--- src/hold_defs.vh ---
`ifndef HOLD_DEFS_VH
`define HOLD_DEFS_VH

// ----------------------------------------
// Interface clock selection
// ----------------------------------------
`define ICLK_SEL_EXT      2'h0
`define ICLK_SEL_DIV4     2'h1
`define ICLK_SEL_DIV6     2'h2
`define DIV4_RELOAD       3'h3
`define DIV6_RELOAD       3'h5

// ----------------------------------------
// Latencies in interface clock periods
// ----------------------------------------
`define FLOAT_MIN_E       4'h2
`define GRANT_MAX_E       4'h2
`define RESUME_MIN_E      4'h2
`define RESUME_MAX_E      4'h7
`define RELEASE_MAX_E     4'h2
`define RESET_DRIVE_MIN_E 5'h10

// ----------------------------------------
// Widths of the two instances
// ----------------------------------------
`define WIDE_DATA_W       64
`define WIDE_BE_W         8
`define WIDE_ADDR_W       20
`define NARROW_DATA_W     16
`define NARROW_BE_W       2
`define NARROW_ADDR_W     20
`define CE_W              4

`endif

--- src/ext_bus_hold_handshake.v ---
// Summary of operation
// (RL1) Pending bus transfers finish before the hold grant is asserted.
// (RL2) Bus floats no sooner than two interface periods after request low.
// (RL3) Grant goes low within zero to two periods after bus floats.
// (RL4) Master keeps request low one period after grant; device relies on it.
// (RL5) Bus driven again two to seven periods after request returns high.
// (RL6) Grant goes high within zero to two periods after bus driven.
// (RL7) Float option 0 keeps output clock running; 1 floats it in hold.
// (RL8) With float option, clock floats and returns like the bus.
// (RL9) Hold-disable bit set withholds the grant indefinitely.
// (RL10) All bus outputs float together; wide instance also floats clock enable.
// (RL11) Latencies count interface clock periods: external, core/4 or core/6.
// (RL12) Bus floats in reset; driven no sooner than sixteen periods after.
// (RL13) In reset pending request low and grant mirrors hold request.
// (RL14) Hold request passes two flip-flops before the state machine.

`include "hold_defs.vh"

module ext_bus_hold_handshake #(
  parameter WIDE = 1
) (
  input  wire                    clk,
  input  wire                    rst,
  input  wire                    ce,
  input  wire [1:0]              clk_sel,
  input  wire                    ext_bus_clock_in,
  input  wire                    hold_req_n,
  input  wire                    hold_grant_disable,
  input  wire                    clock_out_float_select,
  input  wire                    xfer_pending,
  input  wire                    xfer_busy,
  input  wire                    int_clock_out,
  input  wire [`CE_W-1:0]        int_ce_n,
  input  wire [`WIDE_BE_W-1:0]   int_be_n,
  input  wire [`WIDE_DATA_W-1:0] int_data,
  input  wire [`WIDE_ADDR_W-1:0] int_addr,
  input  wire [2:0]              int_strobe_n,
  input  wire                    int_third_output_enable_n,
  input  wire                    int_direct_transfer_strobe_n,
  input  wire                    int_sync_clock_enable,
  output reg                     bus_hold_grant_n,
  output reg                     bus_pending_request,
  output reg                     xfer_stall,
  output reg                     ext_bus_clock_out,
  output reg                     ext_bus_clock_out_oe,
  output reg  [`CE_W-1:0]        ce_n_out,
  output reg  [`WIDE_BE_W-1:0]   be_n_out,
  output reg  [`WIDE_DATA_W-1:0] data_out,
  output reg  [`WIDE_ADDR_W-1:0] addr_out,
  output reg  [2:0]              strobe_n_out,
  output reg                     third_output_enable_n,
  output reg                     direct_transfer_strobe_n,
  output reg                     sync_clock_enable,
  output reg                     bus_oe
);

  // ----------------------------------------
  // State encoding
  // ----------------------------------------
  localparam [5:0] ST_RESET   = 6'h01;
  localparam [5:0] ST_OWN     = 6'h02;
  localparam [5:0] ST_DRAIN   = 6'h04;
  localparam [5:0] ST_FLOAT   = 6'h08;
  localparam [5:0] ST_HELD    = 6'h10;
  localparam [5:0] ST_RESUME  = 6'h20;

  localparam [`WIDE_BE_W-1:0]   BE_MASK   = WIDE ? {`WIDE_BE_W{1'b1}} : {{(`WIDE_BE_W-`NARROW_BE_W){1'b0}},
                                                                        {`NARROW_BE_W{1'b1}}};
  localparam [`WIDE_DATA_W-1:0] DATA_MASK = WIDE ? {`WIDE_DATA_W{1'b1}} :
                                            {{(`WIDE_DATA_W-`NARROW_DATA_W){1'b0}}, {`NARROW_DATA_W{1'b1}}};

  // ----------------------------------------
  // Registers
  // ----------------------------------------
  reg        hreq_s1_q;
  reg        hreq_s2_q;
  reg [5:0]  state_q;
  reg [5:0]  state_d;
  reg [4:0]  cnt_q;
  reg [4:0]  cnt_d;
  reg        oe_d;
  reg        grant_n_d;
  reg        clk_oe_d;
  wire       tick;

  // ----------------------------------------
  // Interface clock tick
  // ----------------------------------------
  iclk_tick_gen u_tick (
    .clk              (clk),
    .rst              (rst),
    .ce               (ce),
    .clk_sel          (clk_sel),
    .ext_bus_clock_in (ext_bus_clock_in),
    .tick_q           (tick)
  );

  // ----------------------------------------
  // Request synchroniser
  // ----------------------------------------
  always @(posedge clk) begin
    if (ce) begin
      hreq_s1_q  <= hold_req_n; // RL14
      hreq_s2_q  <= hreq_s1_q; // RL14
    end
  end

  // ----------------------------------------
  // Arbitration state machine
  // ----------------------------------------
  always @* begin
    state_d   = state_q;
    cnt_d     = cnt_q;
    oe_d      = bus_oe;
    grant_n_d = bus_hold_grant_n;
    clk_oe_d  = ext_bus_clock_out_oe;
    case (state_q)
      ST_RESET: begin
        oe_d     = 1'b0; // RL12
        clk_oe_d = 1'b0;
        if (tick) begin
          cnt_d = cnt_q + 5'h1;
          if (cnt_q >= `RESET_DRIVE_MIN_E) begin // RL12
            state_d  = ST_OWN;
            oe_d     = 1'b1;
            clk_oe_d = 1'b1;
            cnt_d    = 5'h0;
          end
        end
      end
      ST_OWN: begin
        grant_n_d = 1'b1;
        if (!hreq_s2_q && !hold_grant_disable) begin // RL9
          state_d = ST_DRAIN;
          cnt_d   = 5'h0;
        end
      end
      ST_DRAIN: begin
        if (hreq_s2_q) begin
          state_d = ST_OWN;
        end else if (tick) begin
          if (cnt_q < {1'b0, `FLOAT_MIN_E})
            cnt_d = cnt_q + 5'h1;
          if (cnt_q >= {1'b0, `FLOAT_MIN_E} && !xfer_pending && !xfer_busy &&
              !hold_grant_disable) begin // RL1 RL2 RL9
            state_d = ST_FLOAT;
            oe_d    = 1'b0; // RL10
            if (clock_out_float_select)
              clk_oe_d = 1'b0; // RL7 RL8
            cnt_d   = 5'h0;
          end
        end
      end
      ST_FLOAT: begin
        if (tick) begin
          state_d   = ST_HELD;
          grant_n_d = 1'b0; // RL3
        end
      end
      ST_HELD: begin
        if (hreq_s2_q) begin // RL4
          state_d = ST_RESUME;
          cnt_d   = 5'h0;
        end
      end
      ST_RESUME: begin
        if (tick) begin
          cnt_d = cnt_q + 5'h1;
          if (cnt_q >= {1'b0, `RESUME_MIN_E}) begin // RL5
            state_d  = ST_OWN;
            oe_d     = 1'b1;
            clk_oe_d = 1'b1; // RL8
            cnt_d    = 5'h0;
          end
        end
      end
      default: begin
        state_d = ST_RESET;
        cnt_d   = 5'h0;
      end
    endcase
  end

  always @(posedge clk) begin
    if (rst) begin
      state_q              <= ST_RESET;
      cnt_q                <= 5'h0;
      bus_oe               <= 1'b0; // RL12
      ext_bus_clock_out_oe <= 1'b0;
      bus_hold_grant_n     <= hreq_s2_q; // RL13
      bus_pending_request  <= 1'b0; // RL13
      xfer_stall           <= 1'b1;
    end else if (ce) begin
      state_q              <= state_d;
      cnt_q                <= cnt_d;
      bus_oe               <= oe_d;
      ext_bus_clock_out_oe <= clk_oe_d;
      if (state_q == ST_RESET)
        bus_hold_grant_n <= hreq_s2_q; // RL13
      else if (state_q == ST_OWN && state_d == ST_OWN)
        bus_hold_grant_n <= 1'b1; // RL6
      else
        bus_hold_grant_n <= grant_n_d;
      bus_pending_request  <= (state_q != ST_RESET) && xfer_pending && !bus_oe;
      xfer_stall           <= (state_d != ST_OWN) && !(state_d == ST_DRAIN && xfer_busy); // RL1
    end
  end

  // ----------------------------------------
  // Pad output registers
  // ----------------------------------------
  always @(posedge clk) begin
    if (rst) begin
      ext_bus_clock_out        <= 1'b0;
      ce_n_out                 <= {`CE_W{1'b1}};
      be_n_out                 <= {`WIDE_BE_W{1'b1}};
      data_out                 <= {`WIDE_DATA_W{1'b0}};
      addr_out                 <= {`WIDE_ADDR_W{1'b0}};
      strobe_n_out             <= 3'h7;
      third_output_enable_n    <= 1'b1;
      direct_transfer_strobe_n <= 1'b1;
      sync_clock_enable        <= 1'b0;
    end else if (ce) begin
      ext_bus_clock_out        <= int_clock_out; // RL7
      ce_n_out                 <= int_ce_n;
      be_n_out                 <= int_be_n & BE_MASK; // RL10
      data_out                 <= int_data & DATA_MASK; // RL10
      addr_out                 <= int_addr;
      strobe_n_out             <= int_strobe_n;
      third_output_enable_n    <= int_third_output_enable_n;
      direct_transfer_strobe_n <= int_direct_transfer_strobe_n;
      sync_clock_enable        <= WIDE ? int_sync_clock_enable : 1'b0; // RL10
    end
  end

endmodule // ext_bus_hold_handshake

--- src/iclk_tick_gen.v ---
`include "hold_defs.vh"

// ----------------------------------------
// Interface clock tick: one pulse per period
// ----------------------------------------
module iclk_tick_gen (
  input  wire       clk,
  input  wire       rst,
  input  wire       ce,
  input  wire [1:0] clk_sel,
  input  wire       ext_bus_clock_in,
  output reg        tick_q
);

  reg       ext_s1_q;
  reg       ext_s2_q;
  reg       ext_s3_q;
  reg [2:0] div_q;
  reg [2:0] reload;

  always @* begin
    reload = (clk_sel == `ICLK_SEL_DIV6) ? `DIV6_RELOAD : `DIV4_RELOAD;
  end

  always @(posedge clk) begin
    if (rst) begin
      ext_s1_q <= 1'b0;
      ext_s2_q <= 1'b0;
      ext_s3_q <= 1'b0;
      div_q    <= 3'h0;
      tick_q   <= 1'b0;
    end else if (ce) begin
      ext_s1_q <= ext_bus_clock_in;
      ext_s2_q <= ext_s1_q;
      ext_s3_q <= ext_s2_q;
      if (div_q == 3'h0)
        div_q <= reload;
      else
        div_q <= div_q - 3'h1;
      if (clk_sel == `ICLK_SEL_EXT)
        tick_q <= ext_s2_q & ~ext_s3_q; // RL11
      else
        tick_q <= (div_q == 3'h0); // RL11
    end
  end

endmodule // iclk_tick_gen

--- config.mk ---
export PLATFORM = sky130hd
export DESIGN_NAME = ext_bus_hold_handshake
export DESIGN_NICKNAME = d
export VERILOG_FILES = /design/src/ext_bus_hold_handshake.v /design/src/iclk_tick_gen.v
export VERILOG_INCLUDE_DIRS = /design/src
export SDC_FILE = /design/constraint.sdc
export NUM_CORES = 1
export LEC_CHECK = 0
export BUFFER_PORTS_ARGS = -buffer_cell sky130_fd_sc_hd__buf_2
export CELL_PAD_IN_SITES_DETAIL_PLACEMENT = 1
export CELL_PAD_IN_SITES_GLOBAL_PLACEMENT = 1
export CORE_ASPECT_RATIO = 1.5
export CORE_MARGIN = 8
export CORE_UTILIZATION = 35
export DETAILED_ROUTE_END_ITERATION = 8
export MAX_ROUTING_LAYER = met4
export PLACE_DENSITY_LB_ADDON = 0.1
export RECOVER_POWER = 25
export SLEW_MARGIN = 0
export SYNTH_ARGS = -nofsm -noshare
export SYNTH_HDL_FRONTEND = slang
export SYNTH_HIERARCHICAL = 1
export SYNTH_SLANG_ARGS = --single-unit
--- constraint.sdc ---
create_clock -name clk -period 1.95 [get_ports clk]
set_input_delay 0.2925 -clock clk [delete_from_list [all_inputs] [get_ports clk]]
set_output_delay 0.2925 -clock clk [all_outputs]
set_load 0.02 [all_outputs]
==> impl_metrics.csv <==
group,metric,value,unit
outcome,status,"finished, final reports clean",
floorplanning,die-area,19020,um2
placement,place.gp.congestion,0.8754,
final_layout,finalNonFillerCells,953,
global_route,antenna_found_initial,1,
global_route,grt_overflow,0,
cts,root_buffer,"clkbuf_16",
synth,ys_warn_count,6,
critical_path,critPathKind,"reg -> reg",
power_and_ir_drop,seqPwrFrac,0.402,
final_layout,regArea,2596,um2
floorplanning,chipHeight,165.0,um
min_path,hold_class,"in -> reg",
synth,yosysTopAreaCell,"dfxtp_1",
cts,numCtsBuffers,17,
detailed_routing,drc,0,
power_and_ir_drop,combinationalPowerShare,0.135,
critical_path,end_kind,"flip-flop",
power_and_ir_drop,ir_drop,0.0004629,V
cts,cts_tree,"yes",
synth,ys_seq_area_frac,0.5007,
final_layout,multi_input_area,2426,um2
synth,yosysUniqueCellTypes,56,
detailed_routing,drtIter0Drc,217,
synth,netlist_area,5177,um2
synth,synthFlopType,"dfxtp_1",
cts,clk_latency,0.42,ns
synth,synth_top_area_share,0.4833,
synth,synth_edf_count,3,
power_and_ir_drop,p_switching,1.937,mW
timing,max-slew-margin-rel,0.2097,
critical_path,worstPathMaxFanout,7,
critical_path,start_kind,"flip-flop",
critical_path,arrival,2.18,ns
synth,synth_fp_nets,635,
timing,final_hold_viol_count,0,
global_route,grt_first_pass_wirelength,26790,um
synth,synth_cells,516,
cts,clock_path_buffers,2,
detailed_routing,wl_per_cell,18.24,um
floorplanning,pin_count,222,
timing,finalCriticalPeriod,1.906,ns
power_and_ir_drop,power_leakage,3.526,nW
global_route,grt_usage,0.1880,
placement,dp_hpwl,13020,um
floorplanning,num_rows,54,
detailed_routing,routed_via_density,4.983,
floorplanning,core,14530,um2
cts,h-tree-depth,4,
detailed_routing,wl,17390,um
cts,clkTransAtPathRegs,0.07,ns
timing,fmax,524.6,MHz
timing,finClkSkew,0.01547,ns
detailed_routing,ant_nets,0,
power_and_ir_drop,internal-power,5.203,mW
timing,report.final.slew_viol_count,0,
placement,io_buffers,221,
critical_path,crit_required,2.23,ns
final_layout,nets,862,
floorplanning,die_x,115.3,um
synth,async_reset_ff_frac,0,
timing,hold_ws,0.04489,ns
timing,worst_pin_slew,1.186,ns
final_layout,nFillCells,1733,
final_layout,drive_gt1_frac,0.3823,
global_route,grt_max_degree,77,
timing,post-route-period-util,0.9775,
detailed_routing,drtPass1Iterations,4,
power_and_ir_drop,clock_power_share,0.463,
synth,synth_seq_cells,128,
cts,cts_sinks,128,
cts,cts-hold-fix-buffers,0,
placement,placedCellCount,916,
synth,yosys-top-cells-area,"dfxtp_1, mux2i_1, nor2_1",
power_and_ir_drop,netSwitchingFraction,0.2713,
global_route,grt_pass1_vias,5197,
flow_run,cap_violations,0,
timing,setup_viol,0,
final_layout,layout-area-overhead-vs-synth,38.74,%
detailed_routing,vias,4749,
power_and_ir_drop,powerDensity,993.9,nW/um2
floorplanning,initial_core_util,0.3564,
synth,avgSynthCellArea,10.03,um2
critical path, cell delays in order, from the launching register on:
cell	delay, ns
dfxtp_1	0.37
or4_1	0.57
nand4_1	0.15
nand4_1	0.22
o311ai_1	0.33
o41ai_1	0.13
final timing paths:
check | startpoint | to | slack [ns] | depth (start not counted)
hold / removal | hold_req_n | hreq_s1_q | 0.04 | 1
hold reg to reg | hreq_s1_q | hreq_s2_q | 0.45 | 0
setup reg to reg | cnt_q[4] | cnt_q[2] | 0.04 | 5
setup / recovery | cnt_q[4] | cnt_q[2] | 0.04 | 5
registers in the layout, summed over array words and instances, names as in the netlist, 3 cells and up:
signal,cells
addr_out,20
u_tick/div_q,3
strobe_n_out,3
data_out,64
cnt_q,5
be_n_out,8
ce_n_out,4
state_q,6
timing repair:
item | CTS | global route
buffers inserted | 1 | 2
gates cloned | 1 | 0
gates resized for setup | 3 | 5
pin swaps | 1 | 3
setup endpoints to repair | 3 | 6
power by group through the flow:
stage,combinational (mW),clock [mW],sequential [mW]
floorplan,0.416,0,3.07
global placement,0.941,0,2.91
detailed placement,0.966,0,2.92
CTS,0.972,3.40,2.87
global route,1.05,3.51,2.89
finish,0.962,3.31,2.87
placed cells by master, fill, tap and decap left out, types with 4 or more instances in the layout:
| master | instances |
|---|---|
| clkbuf_16 | 18 |
| o21ai_1 | 5 |
| nor2_1 | 97 |
| dfxtp_1 | 122 |
| and2_1 | 4 |
| nor3_1 | 6 |
| a211oi_1 | 4 |
| inv_1 | 14 |
| a21oi_1 | 12 |
| inv_6 | 6 |
| buf_4 | 15 |
| o21ai_0 | 5 |
| ha_1 | 5 |
| mux2i_1 | 108 |
| nand4_1 | 4 |
| nand3_1 | 7 |
| a31oi_1 | 5 |
| nand2_1 | 28 |
| buf_2 | 219 |
metal layers:
metal,up-vias,wire length (um),track usage
li1,2265,-,-
met1,2304,6361,0.1797
met2,149,9749,0.3390
met3,31,853,0.05271
met4,0,420,0.09058
met5,-,0,-
area by class of cell:
type,count,share of cell area
antenna,1,0.0003484
inverter,14,0.007316
clock inverter,12,0.02003
clock buffer,20,0.06515
timing repair buffer,238,0.1738
sequential,128,0.3614
multi-input combinational,344,0.3377
tap,196,0.03414
metrics by stage:
| stage | setup TNS (ns) | total power [mW] | instance area (um2) | setup WS [ns] | util |
|---|---|---|---|---|---|
| 3_3_place_gp | 0 | 3.856 | 6544 | 0.06956 | 0.4505 |
| 4_1_cts | 0 | 7.247 | 7181 | 0.01214 | 0.4943 |
| 5_1_grt | -0.01580 | 7.449 | 7183 | -0.01487 | 0.4945 |
| 2_1_floorplan | 0 | 3.487 | 5177 | 0.2537 | - |
| 3_5_place_dp | -0.08228 | 3.888 | 6544 | -0.06667 | 0.4505 |
| 6_report | 0 | 7.139 | 7183 | 0.04390 | 0.4945 |
cells in the mapped netlist (all sizes together) (7+ instances only):
master    n
clkbuf   16
buf      15
mux2i   108
o21ai    10
nor2     98
dfxtp   125
nor3      7
nand3     9
inv      14
a21oi    12
nand2    29
cells by family after synthesis:
family,after synthesis,share of synthesized area
adders and majority gates,5,0.01208
buffers and inverters,45,0.03649
and+or+nand+nor,173,0.1593
DFF,128,0.5007
AOI/OAI and AO/OA,57,0.08265
muxes,108,0.2088
(Power assumes the default switching activity.)
